===== config.mk =====
export PLATFORM = sky130hd
export DESIGN_NAME = lcps_top
export DESIGN_NICKNAME = d
export VERILOG_FILES = /design/src/verilog/lcps_pkg.sv /design/src/verilog/lcps_sel_reg.sv /design/src/verilog/lcps_top.sv
export SDC_FILE = /design/constraint.sdc
export NUM_CORES = 1
export LEC_CHECK = 0
export ABC_AREA = 1
export ABC_CLOCK_PERIOD_IN_PS = 1150
export BUFFER_PORTS_ARGS = -buffer_cell sky130_fd_sc_hd__clkbuf_2
export CAP_MARGIN = 20
export CELL_PAD_IN_SITES_DETAIL_PLACEMENT = 0
export CELL_PAD_IN_SITES_GLOBAL_PLACEMENT = 1
export CORE_ASPECT_RATIO = 2
export CORE_MARGIN = 2
export CORE_UTILIZATION = 33
export DETAILED_ROUTE_END_ITERATION = 10
export PLACE_DENSITY_LB_ADDON = 0.1
export SETUP_SLACK_MARGIN = 0.4
export SLEW_MARGIN = 40
export SYNTH_ARGS = -nofsm -noshare
export SYNTH_HDL_FRONTEND = slang
export SYNTH_SLANG_ARGS = --single-unit
export TNS_END_PERCENT = 50

===== constraint.sdc =====
create_clock -name pclk -period 1.15 [get_ports pclk]
set_input_delay 0.0575 -clock pclk [delete_from_list [all_inputs] [get_ports pclk]]
set_output_delay 0.0575 -clock pclk [all_outputs]
set_load 0.01 [all_outputs]

===== src/verilog/lcps_pkg.sv =====
// Purpose: Constants for the LCD pin duty select block.
// Assumes: APB slave with 32-bit data, one aligned word per register.
// Notes: Offsets are local choices; no offsets are printed for these registers.
package lcps_pkg;
  localparam logic [11:0] LCPS_OFF_CTRL = 12'h000;
  localparam logic [11:0] LCPS_OFF_MID = 12'h004;
  localparam logic [11:0] LCPS_OFF_HIGH = 12'h008;
  localparam logic [11:0] LCPS_OFF_PINS = 12'h00c;
  localparam int LCPS_ENABLE_BIT = 0;
  localparam int LCPS_HIGH_FULL_BITS = 6;
  localparam int LCPS_HIGH_REDUCED_BITS = 2;
  localparam logic [7:0] LCPS_RESET_SEL = 8'h00;
  localparam logic LCPS_RESET_EN = 1'b0;
  localparam logic [31:0] LCPS_ZERO_WORD = 32'h00000000;
endpackage : lcps_pkg


===== src/verilog/lcps_sel_reg.sv =====
// Purpose: Holds one group of pin duty selection bits.
// Assumes: Write strobe comes from logic on pclk.
// Notes: Unimplemented bits are absent, so they read as zero.
`timescale 1ns/1ns
module lcps_sel_reg #(
  parameter int WIDTH = 8
) (
  input wire logic pclk,
  input wire logic presetn,
  input wire logic clk_en,
  input wire logic wr_en,
  input wire logic [7:0] wr_data,
  output logic [7:0] sel_out
);
  logic [WIDTH-1:0] sel_reg;

  // A group wider than one byte would not fit the byte-wide write path.
  if (WIDTH < 1 || WIDTH > 8) begin : g_bad_width
    $error("lcps_sel_reg width must be 1 to 8.");
  end

  // Bits clear at reset so every pin begins in common duty.
  always_ff @(posedge pclk or negedge presetn) begin
    if (!presetn) begin
      sel_reg <= lcps_pkg::LCPS_RESET_SEL[WIDTH-1:0];
    end else if (clk_en && wr_en) begin
      sel_reg <= wr_data[WIDTH-1:0];
    end
  end

  // Upper bits beyond WIDTH are tied to zero for readback.
  assign sel_out = 8'(sel_reg);
endmodule : lcps_sel_reg


===== src/verilog/lcps_top.sv =====
// Purpose: APB register block choosing common or segment duty for LCD pins 8 to 21.
// Assumes: Single 10 MHz clock; the output stage decodes duty and drive per pin.
// Notes: FULL_SIZE selects the 14-pin variant (pins 8 to 21); zero selects the reduced one.
//
// Implementation choices: the address map and the APB slave port.
`timescale 1ns/1ns
module lcps_top #(
  parameter bit FULL_SIZE = 1'b1
) (
  input wire logic pclk,
  input wire logic presetn,
  input wire logic clk_en,
  input wire logic psel,
  input wire logic penable,
  input wire logic pwrite,
  input wire logic [11:0] paddr,
  input wire logic [31:0] pwdata,
  output logic [31:0] prdata,
  output logic pready,
  output logic pslverr,
  output logic lcd_output_enable,
  output logic [13:0] lcd_segment_line_pin,
  output logic [13:0] lcd_pin_active
);
  // Register map, one aligned word per register, low byte used except in the pin view:
  //   control word: bit 0 is the LCD output enable, reset off.
  //   mid select word: bits 7..0 pick the duty of pins 15..8.
  //   high select word: bits 5..0 pick the duty of pins 21..16 in the full
  //   variant; only bits 1..0 exist in the reduced one.
  //   pin view word: read-only copy of the registered pin outputs, the
  //   segment vector in bits 13..0 and the active vector in bits 29..16.
  // A select bit of zero puts its pin in common duty, a one in segment duty.
  // Unbuilt select bits are not stored at all, so they cannot read back as
  // anything but zero and cost no flops in the reduced variant.
  // The pin outputs are registered once more after the select bits, so a
  // write shows on the pins one edge after it lands in the register.
  // The slave answers with no wait states; a read word is taken from the
  // register file at the setup edge and held until the next read setup.
  // An unmapped address, or a write to the pin view, answers with an error;
  // the write is dropped and a read returns zero.
  // While the clock enable is low nothing moves, bus writes included, so
  // software must not access the block during a frozen period.
  localparam int HIGH_BITS = FULL_SIZE ? lcps_pkg::LCPS_HIGH_FULL_BITS
                                       : lcps_pkg::LCPS_HIGH_REDUCED_BITS;

  // The duty vector has room for six high bits; group widths outside 2 to 6 are refused.
  if (HIGH_BITS < lcps_pkg::LCPS_HIGH_REDUCED_BITS ||
      HIGH_BITS > lcps_pkg::LCPS_HIGH_FULL_BITS) begin : g_bad_width
    $error("lcps_top high group width out of range.");
  end

  logic [7:0] mid_sel;
  logic [7:0] high_sel;
  logic en_reg;
  logic [31:0] prdata_reg;
  logic pslverr_reg;
  logic pready_reg;
  logic [13:0] seg_reg;
  logic [13:0] act_reg;

  // Decode of the APB access phase.
  wire acc = psel && penable;
  wire hit_ctrl = paddr == lcps_pkg::LCPS_OFF_CTRL;
  wire hit_mid = paddr == lcps_pkg::LCPS_OFF_MID;
  wire hit_high = paddr == lcps_pkg::LCPS_OFF_HIGH;
  wire hit_pins = paddr == lcps_pkg::LCPS_OFF_PINS;
  wire mapped = hit_ctrl || hit_mid || hit_high || hit_pins;
  wire wr_mid = acc && pwrite && hit_mid;
  wire wr_high = acc && pwrite && hit_high;
  wire wr_ctrl = acc && pwrite && hit_ctrl;
  // The pin view register is read-only, so a write to it is an error.
  wire bad = !mapped || (pwrite && hit_pins);

  // Full duty vector for pins 21..8; unbuilt pins stay in common duty.
  wire [13:0] duty = {high_sel[5:0], mid_sel};
  // Pins are all low while the LCD is off, whatever their duty.
  wire [13:0] act_next = en_reg ? {14{1'b1}} : 14'h0000;
  wire [13:0] seg_next = duty & act_next;

  wire [31:0] rd_next = hit_ctrl ? 32'(en_reg)
                      : hit_mid ? 32'(mid_sel)
                      : hit_high ? 32'(high_sel)
                      : hit_pins ? 32'({act_reg, 2'h0, seg_reg})
                      : lcps_pkg::LCPS_ZERO_WORD;

  lcps_sel_reg #(.WIDTH(8)) u_mid (
    .pclk(pclk),
    .presetn(presetn),
    .clk_en(clk_en),
    .wr_en(wr_mid),
    .wr_data(pwdata[7:0]),
    .sel_out(mid_sel)
  );

  lcps_sel_reg #(.WIDTH(HIGH_BITS)) u_high (
    .pclk(pclk),
    .presetn(presetn),
    .clk_en(clk_en),
    .wr_en(wr_high),
    .wr_data(pwdata[7:0]),
    .sel_out(high_sel)
  );

  // Enable bit starts off so the panel sees no drive before software sets it up.
  always_ff @(posedge pclk or negedge presetn) begin
    if (!presetn) begin
      en_reg <= lcps_pkg::LCPS_RESET_EN;
    end else if (clk_en && wr_ctrl) begin
      en_reg <= pwdata[lcps_pkg::LCPS_ENABLE_BIT];
    end
  end

  // Ready comes from a flop so the bus sees a clean level; it rises after reset.
  always_ff @(posedge pclk or negedge presetn) begin
    if (!presetn) begin
      pready_reg <= 1'b0;
    end else if (clk_en) begin
      pready_reg <= 1'b1;
    end
  end

  // Read data and error are registered at the setup edge and stand for the
  // access phase; the error flag drops again at the edge that ends it.
  always_ff @(posedge pclk or negedge presetn) begin
    if (!presetn) begin
      prdata_reg <= lcps_pkg::LCPS_ZERO_WORD;
      pslverr_reg <= 1'b0;
    end else if (clk_en) begin
      prdata_reg <= (psel && !penable && !pwrite) ? rd_next : prdata_reg;
      pslverr_reg <= psel && !penable && bad;
    end
  end

  // Pin drive registers lag the selection by one edge, giving outputs from flops.
  always_ff @(posedge pclk or negedge presetn) begin
    if (!presetn) begin
      seg_reg <= 14'h0000;
      act_reg <= 14'h0000;
    end else if (clk_en) begin
      seg_reg <= seg_next;
      act_reg <= act_next;
    end
  end

  // Every output is a plain copy of a flop.
  assign prdata = prdata_reg;
  assign pslverr = pslverr_reg;
  assign pready = pready_reg;
  assign lcd_output_enable = en_reg;
  assign lcd_segment_line_pin = seg_reg;
  assign lcd_pin_active = act_reg;

  a_high_upper_zero: assert property (@(posedge pclk) disable iff (!presetn)
    high_sel[7:6] == 2'h0) else $error("High select upper bits not zero.");
  a_reduced_zero: assert property (@(posedge pclk) disable iff (!presetn)
    !FULL_SIZE |-> high_sel[7:2] == 6'h00) else $error("Reduced bits not zero.");
  a_off_grounds: assert property (@(posedge pclk) disable iff (!presetn)
    clk_en && !en_reg |=> lcd_segment_line_pin == 14'h0000 && lcd_pin_active == 14'h0000)
    else $error("Pins driven while disabled.");
  a_mid_write: assert property (@(posedge pclk) disable iff (!presetn)
    clk_en && wr_mid |=> mid_sel == $past(pwdata[7:0])) else $error("Mid write lost.");
  a_mid_hold: assert property (@(posedge pclk) disable iff (!presetn)
    !(clk_en && wr_mid) |=> $stable(mid_sel)) else $error("Mid changed unwritten.");
  a_seg_follow: assert property (@(posedge pclk) disable iff (!presetn)
    clk_en && en_reg |=> lcd_segment_line_pin[7:0] == $past(mid_sel))
    else $error("Segment pins not following select.");
  a_high_follow: assert property (@(posedge pclk) disable iff (!presetn)
    clk_en && en_reg && FULL_SIZE |=> lcd_segment_line_pin[13:8] == $past(high_sel[5:0]))
    else $error("High pins not following select.");
  a_rst_zero: assert property (@(posedge pclk)
    $rose(presetn) |-> mid_sel == 8'h00 && high_sel == 8'h00)
    else $error("Selects not clear after reset.");

  c_enable_on: cover property (@(posedge pclk) disable iff (!presetn) $rose(en_reg));
  c_mid_wr: cover property (@(posedge pclk) disable iff (!presetn) wr_mid);
  c_high_wr: cover property (@(posedge pclk) disable iff (!presetn) wr_high);
  c_err: cover property (@(posedge pclk) disable iff (!presetn) pslverr);

  // Bus side checks: ready, error and read data line up with the setup edge.
  a_ready_up: assert property (@(posedge pclk) disable iff (!presetn)
    clk_en && $past(presetn) |=> pready) else $error("Ready not high.");
  a_err_match: assert property (@(posedge pclk) disable iff (!presetn)
    $past(clk_en && psel && !penable) && acc |-> pslverr == bad)
    else $error("Error flag wrong in access.");
  a_rd_mid: assert property (@(posedge pclk) disable iff (!presetn)
    $past(clk_en && psel && !penable && !pwrite) && acc && hit_mid |-> prdata == 32'(mid_sel))
    else $error("Mid readback wrong.");
  a_rd_high: assert property (@(posedge pclk) disable iff (!presetn)
    $past(clk_en && psel && !penable && !pwrite) && acc && hit_high |-> prdata[31:6] == 26'h0)
    else $error("High readback upper bits set.");
  a_rd_unmapped: assert property (@(posedge pclk) disable iff (!presetn)
    $past(clk_en && psel && !penable && !pwrite) && acc && !mapped |-> prdata == 32'h0)
    else $error("Unmapped read not zero.");

  // Enable and freeze checks on the pin side.
  a_ctrl_write: assert property (@(posedge pclk) disable iff (!presetn)
    clk_en && wr_ctrl |=> lcd_output_enable == $past(pwdata[lcps_pkg::LCPS_ENABLE_BIT]))
    else $error("Enable write lost.");
  a_act_on: assert property (@(posedge pclk) disable iff (!presetn)
    clk_en && en_reg |=> lcd_pin_active == {14{1'b1}})
    else $error("Pins inactive while enabled.");
  a_freeze_hold: assert property (@(posedge pclk) disable iff (!presetn)
    !clk_en |=> $stable(mid_sel) && $stable(lcd_segment_line_pin) && $stable(lcd_output_enable))
    else $error("State moved while frozen.");

  c_pins_read: cover property (@(posedge pclk) disable iff (!presetn) acc && hit_pins && !pwrite);
endmodule : lcps_top


## After elaboration in Yosys (flattened, before gate mapping)

Index checks and enable logic that the tools add are counted.
W data, S select, Z words.

| word-level totals | value |
|---|---|
| register bits after elaboration | 77 |
| input bits | 50 |
| output and inout bits | 63 |
| logic and storage cells | 38 |

| cells by class | value |
|---|---|
| eq/ne operators | 3 |
| muxes and demuxes | 5 |
| bitwise gates (word level) | 1 |
| reduce and logical (&&, ||, !) cells | 21 |

Operators by type and width:

| kind | count |
|---|---|
| $mux W30 | 4 |
| $eq A12 B4 Y1 const B | 2 |
| $and A14 B14 Y14 | 1 |
| $mux W14 | 1 |
| $eq A12 B3 Y1 const B | 1 |
| $logic_and A1 B1 Y1 | 12 |
| $logic_not A12 Y1 | 1 |
| $logic_or A1 B1 Y1 | 4 |
| $logic_not A1 Y1 | 3 |
| $reduce_and A2 Y1 | 1 |

## Depth between registers and ports, before layout

Gate-level depths: netlist (run 1).

| depth | value |
|---|---|
| word-level depth | 7 |
| gate-level depth with buffers | 9 |
| gate-level depth less buffers | 8 |

## By module

Synthesis (run 1) repeated with hierarchy kept, for this count alone.

| unflattened totals | value |
|---|---|
| cells, all modules | 312 |
| area total of the unflattened synthesis | 2549.9 µm² |

By module, submodules not included:

| module | times used | cells each | area each (µm²) | seq. area each (µm²) |
|---|---|---|---|---|
| lcps_top | 1 | 249 | 1956.9 | 825.8 |
| lcps_sel_reg (u_mid) | 1 | 35 | 342.8 | 200.2 |
| lcps_sel_reg (u_high) | 1 | 28 | 250.2 | 150.1 |

## Worst setup path before layout (run 1)

OpenSTA, ideal clock, no wires.

| path | value |
|---|---|
| path kind | register to register |
| start point | register en_reg, in the netlist lcd_output_enable |
| end point | register seg_reg[13], in the netlist lcd_segment_line_pin[13] |
| library setup time | 83 ps |
| arrival | 1030 ps |
| data required time | 1067 ps |
| slack | 38 ps |
| stages on the path, launching flop included | 5 |
| path buffers | 2 |
| clock period less this slack | 1112 ps |
| cells stage by stage | dfrtp_1 clkbuf_1 clkbuf_1 nand3_1 o21ai_0 |

| between the ends | value |
|---|---|
| cells in the longest elaborated chain, start to end | 2 |

Ends and longest elaborated chain:

| item | RTL line | text |
|---|---|---|
| start: declaration | lcps_top.sv:54 | `logic en_reg;` |
| start signal: assignment | lcps_top.sv:107 | `en_reg <= lcps_pkg::LCPS_RESET_EN;` |
| start signal: assignment | lcps_top.sv:109 | `en_reg <= pwdata[lcps_pkg::LCPS_ENABLE_BIT];` |
| $mux W14 | lcps_top.sv:77 | `wire [13:0] act_next = en_reg ? {14{1'b1}} : 14'h0000;` |
| $and A14 B14 Y14 | lcps_top.sv:78 | `wire [13:0] seg_next = duty & act_next;` |
| end signal: assignment | lcps_top.sv:140 | `seg_reg <= seg_next;` |
| end: declaration | lcps_top.sv:58 | `logic [13:0] seg_reg;` |

No other way between the ends.
A chain may end at the register's enable or synchronous reset.

==> flow_summary.yaml, run 1 <==
clock_tree:
  cts_buffers: 5
  cts-root-buf: "clkbuf_16"
  clk_pin_slew_ns: 0.06
  clock-sinks: 47
  cts_tree: "done"
  clockBufferDepth: 2
  cts_max_level: 2
  clk_latency_ns: 0.29
logic_synthesis:
  ys_types: 22
  synth_area_leaders: "dfrtp_1 (49%), nand2_1 (11%), buf_4 (9.7%), nand3_1 (7.7%), o21ai_1 (4.2%)"
  synth_area_sq_mm: 0.00240
  synth_top_area_share_pct: 49.1
  syn_avg_cell_area_sq_um: 8.35
  synthFlopType: "dfrtp_1"
  synth-async-reset-ratio_pct: 100
  syn_inst: 287
  synth_seq_cells: 47
  ys.warnings.count: 0
  ys_seq_area_share_pct: 49.1
  synth_edf_count: 0
  yosysMostFrequentCell: "nand2_1"
  synth_common_cells: "nand2_1 (70), dfrtp_1 (47), nand3_1 (37)"
  yosys.area.top_type: "dfrtp_1"
route:
  drc: 0
  drt.antenna.violating_nets: 0
  wl_per_cell_microns: 13.6
  vias: 2078
  wl_microns: 6340
  first_pass_iters: 4
  viasPerCell: 4.46
  drt_iter0_markers: 71
timing:
  worst_slack_ns: 0.120
  final-setup-viol-count: 0
  skew_ns: 0.00276
  rsz0062_at_grt: "true"
  hold_viol_final: 0
  final_max_slew_viol_count: 0
  max_freq_ghz: 0.971
  period_needed_ns: 1.03
  fin_crit_sh_pct: 89.6
critical_path:
  setup.worst_path.end_class: "output port"
  crit_buf_inv: 2
  critPathArrivalTime_ns: 0.97
  critPathKind: "reg2out"
  crit_path_start_kind: "register"
  cp_max_fo: 14
  max_stage_delay_ns: 0.40
  path_cells: "buf_6, clkbuf_2"
  cp_top_family: "flip-flops"
  crit_slowest_cell: "dfrtp_1"
  cp_data_required_time_ns: 1.09
status:
  status: "finished, final reports clean"
finish:
  largest_reg_flops: 15
  drive_gt1_share_pct: 50.8
  final_util_pct: 51.4
  postLayoutCellArea_sq_mm: 0.00368
  fin_nets: 424
  stdcell_count: 466
  area_growth_pct: 53.4
  diodes: 0
place:
  post-place-cells: 441
  dp_hpwl_microns: 4320
  port_buffers: 84
  place_ws_ns: -0.0859
  gp_congestion: 0.742
  post_dp_cell_area_sq_mm: 0.00294
floorplan:
  dieArea_sq_mm: 0.00800
  ios: 113
  die_w_microns: 64.3
  core_area_sq_mm: 0.00716
  start_util_pct: 33.5
  row_count: 44
  die-height_microns: 125
job:
  cap_violations: 0
grt:
  grt_pass1_wl_microns: 10200
  grt_pass1_vias: 2116
  grt_usage_pct: 16.3
  antenna_found_initial: 0
  grt_overflow: 0
  grt_max_degree: 48
power:
  internal_power_uw: 2820
  max-vdd-ir-drop_mv: 0.782
  power_frac_comb_pct: 9.8
  p_leak_uw: 0.00184
  netSwitchingFraction_pct: 22.5
  power_frac_seq_pct: 45.8
  p_sw_uw: 818
  powerDensity_mw_per_mm2: 988
  power_frac_clock_pct: 44.3
min_path:
  hold_path.class: "in2reg"
what timing repair did:
item                                   4_1_cts  5_1_grt
pin swaps                                   14       16
hold buffers                                 4        0
resized for setup                           33       76
cloned                                       1        2
setup endpoints to repair                  106      106
buffers inserted                            10        1
endpoints found under the hold margin       50        0
stage by stage:
step	setup TNS [ns]	total power (uW)	hold slack [ns]
2_1_floorplan	0	1880	-0.238
3_3_place_gp	-0.632	1990	0.0630
3_5_place_dp	-1.08	2000	0.0639
4_1_cts	0	3660	0.00155
5_1_grt	0	3810	0.0207
6_report	0	3630	0.00584
cells by family (layout without fill, tap and decap cells):
kind of cell / count (synthesis) / in the layout / share of synthesized area, %
buffers and inverters: 68 / 151 / 16.1
flip-flops: 47 / 47 / 49.1
AND/OR/NAND/NOR: 135 / 136 / 26.1
other: 1 / 4 / 0.156
AO/OA/AOI/OAI: 36 / 36 / 8.56
layout by cell type (no fill, tap or decap), types with 2 or more instances in the layout:
cell type      Yosys  routed
clkbuf_16          0       6
nor2_4             0       8
nand2_4            0       4
nand3_4            0       4
nor3_4             3       4
inv_1             22      19
buf_12             0       8
nor2_2             2       3
nand2_2            1       8
nand3_1           37      22
inv_4              0       2
nand3_2            3      15
dfrtp_1           47      46
o21ai_2            6      10
nand2_8            0       3
buf_8              0       2
nand2_1           70      56
buf_4             31      12
o21ai_1           20      25
clkbuf_2           0      65
conb_1             1       4
dlygate4sd3_1      0       4
inv_2              5       4
buf_6              1      24
nor2_1            16       7
cell type report:
class | count | area [sq um]
Clock inverter | 2 | 37.5
Multi-Input combinational cell | 176 | 1150
Inverter | 27 | 130
Fill cell | 696 | 3480
Clock buffer | 5 | 125
Sequential cell | 47 | 1180
Timing Repair Buffer | 117 | 946
Tap cell | 92 | 115
path summary, 6_finish.rpt:
check	from	endpoint	slack, ns	cells past startpoint
max	lcd_pin_active[12]	lcd_pin_active[11]	0.12	2
min	pwdata[2]	u_high.sel_reg[2]	0.006	3
max reg2reg	lcd_output_enable	lcd_segment_line_pin[13]	0.17	4
min reg2reg	prdata[0]	prdata[0]	0.47	2
max in group asynchronous	presetn	prdata[28]	0.62	3
min in group asynchronous	presetn	lcd_segment_line_pin[6]	0.30	3
worst min-delay path, cell delays in order:
cell      delay, ns
clkbuf_2       0.08
inv_1          0.07
o21ai_2        0.06
power by group through the flow:
stage               Clock, uW  Combinational [uW]  Sequential [uW]
global route             1750                 392             1660
detailed placement          0                 302             1690
CTS                      1660                 333             1660
finish                   1610                 358             1660
floorplan                   0                 181             1700
global placement            0                 299             1690
routing by layer:
metal  vias to the layer above  global-route usage (%)  share of wire [%]
met5                         -                       0                  0
met4                         0                    5.76                2.1
met3                         8                    3.34                3.6
met2                        40                    27.9                 54
met1                       971                    20.0                 40
li1                       1059                       -                  -
Note: power is estimated with default switching activity, not from simulation.
==> run 2: changes to the inputs <==
--- a/config.mk
+++ b/config.mk
@@ -17,5 +17,4 @@
 export DETAILED_ROUTE_END_ITERATION = 10
 export PLACE_DENSITY_LB_ADDON = 0.1
-export SETUP_SLACK_MARGIN = 0.4
 export SLEW_MARGIN = 40
 export SYNTH_ARGS = -nofsm -noshare
==> constraint.sdc (replaced) <==
create_clock -name pclk -period 1.15 [get_ports pclk]
set_input_delay 0.23 -clock pclk [delete_from_list [all_inputs] [get_ports pclk]]
set_output_delay 0.23 -clock pclk [all_outputs]
set_load 0.01 [all_outputs]
==> flow_summary.yaml, run 2 (synthesized netlist as in run 1, its figures left out) <==
status:
  status: "complete, but fails checks"
  failed_checks: "negative setup slack"
power:
  max-vdd-ir-drop_mv: 0.872
  p_leak_uw: 0.00174
  power_uw: 3700
  powerDensity_mw_per_mm2: 1140
route:
  drc: 0
  drt_iter0_markers: 81
  viasPerCell: 4.42
  wl_microns: 6040
  wl_per_cell_microns: 13.0
  drt.antenna.violating_nets: 0
  first_pass_iters: 4
  vias: 2049
place:
  place_ws_ns: -0.288
  post_dp_cell_area_sq_mm: 0.00294
  port_buffers: 84
  dp_hpwl_microns: 4380
  gp_congestion: 0.767
timing:
  final-setup-viol-count: 28
  final_max_slew_viol_count: 0
  period_needed_ns: 1.21
  setup-tns-final_ns: -1.35
  worst_slack_ns: -0.0577
  max_freq_ghz: 0.828
  skew_ns: 0.00779
  fin_crit_sh_pct: 105
  hold_viol_final: 0
  rsz0062_at_grt: "true"
finish:
  diodes: 0
  final_util_pct: 45.2
  largest_reg_flops: 15
  final_common_cell: "clkbuf_2"
  layout_common_cells: "clkbuf_2 (76), nand2_1 (68), dfrtp_1 (44)"
  area_growth_pct: 34.8
  drive_gt1_share_pct: 40.6
  fin_nets: 421
  postLayoutCellArea_sq_mm: 0.00323
floorplan:
  start_util_pct: 33.5
  row_count: 44
  core_area_sq_mm: 0.00716
  die_w_microns: 64.3
  dieArea_sq_mm: 0.00800
  die-height_microns: 125
  ios: 113
critical_path:
  path_cells: "buf_6, clkbuf_2"
  cp_top_family: "flip-flops"
  crit_path_start_kind: "register"
  cp_max_fo: 7
  critPathArrivalTime_ns: 0.98
  setup.worst_path.end_class: "output port"
  crit_slowest_cell: "dfrtp_2"
  critPathKind: "reg2out"
  cp_data_required_time_ns: 0.92
  crit_buf_inv: 2
  max_stage_delay_ns: 0.42
clock_tree:
  clockBufferDepth: 2
  cts_buffers: 5
  cts_tree: "done"
  clock-sinks: 47
  clk_latency_ns: 0.29
  clk_pin_slew_ns: 0.07
  cts_max_level: 2
  cts-root-buf: "clkbuf_16"
grt:
  grt_max_degree: 48
  grt_pass1_vias: 1981
  grt_pass1_wl_microns: 9890
  antenna_found_initial: 0
  grt_overflow: 0
  grt_usage_pct: 16.1
min_path:
  hold_path.class: "in2reg"
job:
  cap_violations: 0
-- run 2: cell types whose count changed in the layout (fill, tap and decap cells not counted), moves of 9 or more --
cell | previous run | this run
nand3_1 | 22 | 37
nand3_2 | 15 | 2
buf_4 | 12 | 21
buf_6 | 24 | 13
clkbuf_2 | 65 | 76
nand2_1 | 56 | 68
o21ai_0 | 0 | 9
-- run 2: what timing repair did --
action,in CTS,in global routing
setup buffers,4,1
gates resized for setup,5,25
hold endpoints to repair,47,0
setup endpoints to repair,29,43
pin swaps,0,1
hold buffers,1,0
-- run 2: where the power goes --
group          switching, uW  leakage (uW)  internal, uW  total, uW
combinational            183       0.00101           130        313
clock                    626     0.0000875          1090       1720
sequential              4.67      0.000640          1660       1660
-- run 2: through the flow --
stage	instances	hold WS, ns
6_report	464	0.155
3_5_place_dp	451	0.236
5_1_grt	464	0.176
3_3_place_gp	451	0.235
2_1_floorplan	290	-0.0656
4_1_cts	463	0.152
-- run 2: metal layers --
metal	global-route usage (%)	wire length, microns
met5	0	0
met4	4.88	89
met3	3.52	270
met2	27.5	3130
met1	19.9	2550
-- run 2: worst paths after layout --
kind                                    startpoint           endpoint  slack (ns)  cells past startpoint
worst max-delay path            lcd_pin_active[12]  lcd_pin_active[2]       -0.06                      2
worst min-delay path                     pwdata[7]   u_mid.sel_out[7]        0.16                      3
min in group asynchronous                  presetn          prdata[6]        0.46                      3
worst min register to register              pready             pready        0.47                      1
max in group asynchronous                  presetn  lcd_output_enable        0.44                      3
worst max register to register   lcd_output_enable          prdata[0]        0.21                      6
-- run 2: final cells by class --
class                   count  area [sq um]
multi-input cells         175           883
flip-flops and latches     47          1180
clock buffers               6           139
clock inverters             2          38.8
repair buffers            115           774
inverters                  27           101
well taps                  92           115
fillers                   727          3930
-- run 2: worst reg2reg max path: stages, from the launching register on --
cell	delay [ns]
dfrtp_2	0.45
inv_1	0.09
nand3_1	0.08
nand2_1	0.07
inv_1	0.03
nand2_1	0.07
nand2_1	0.05
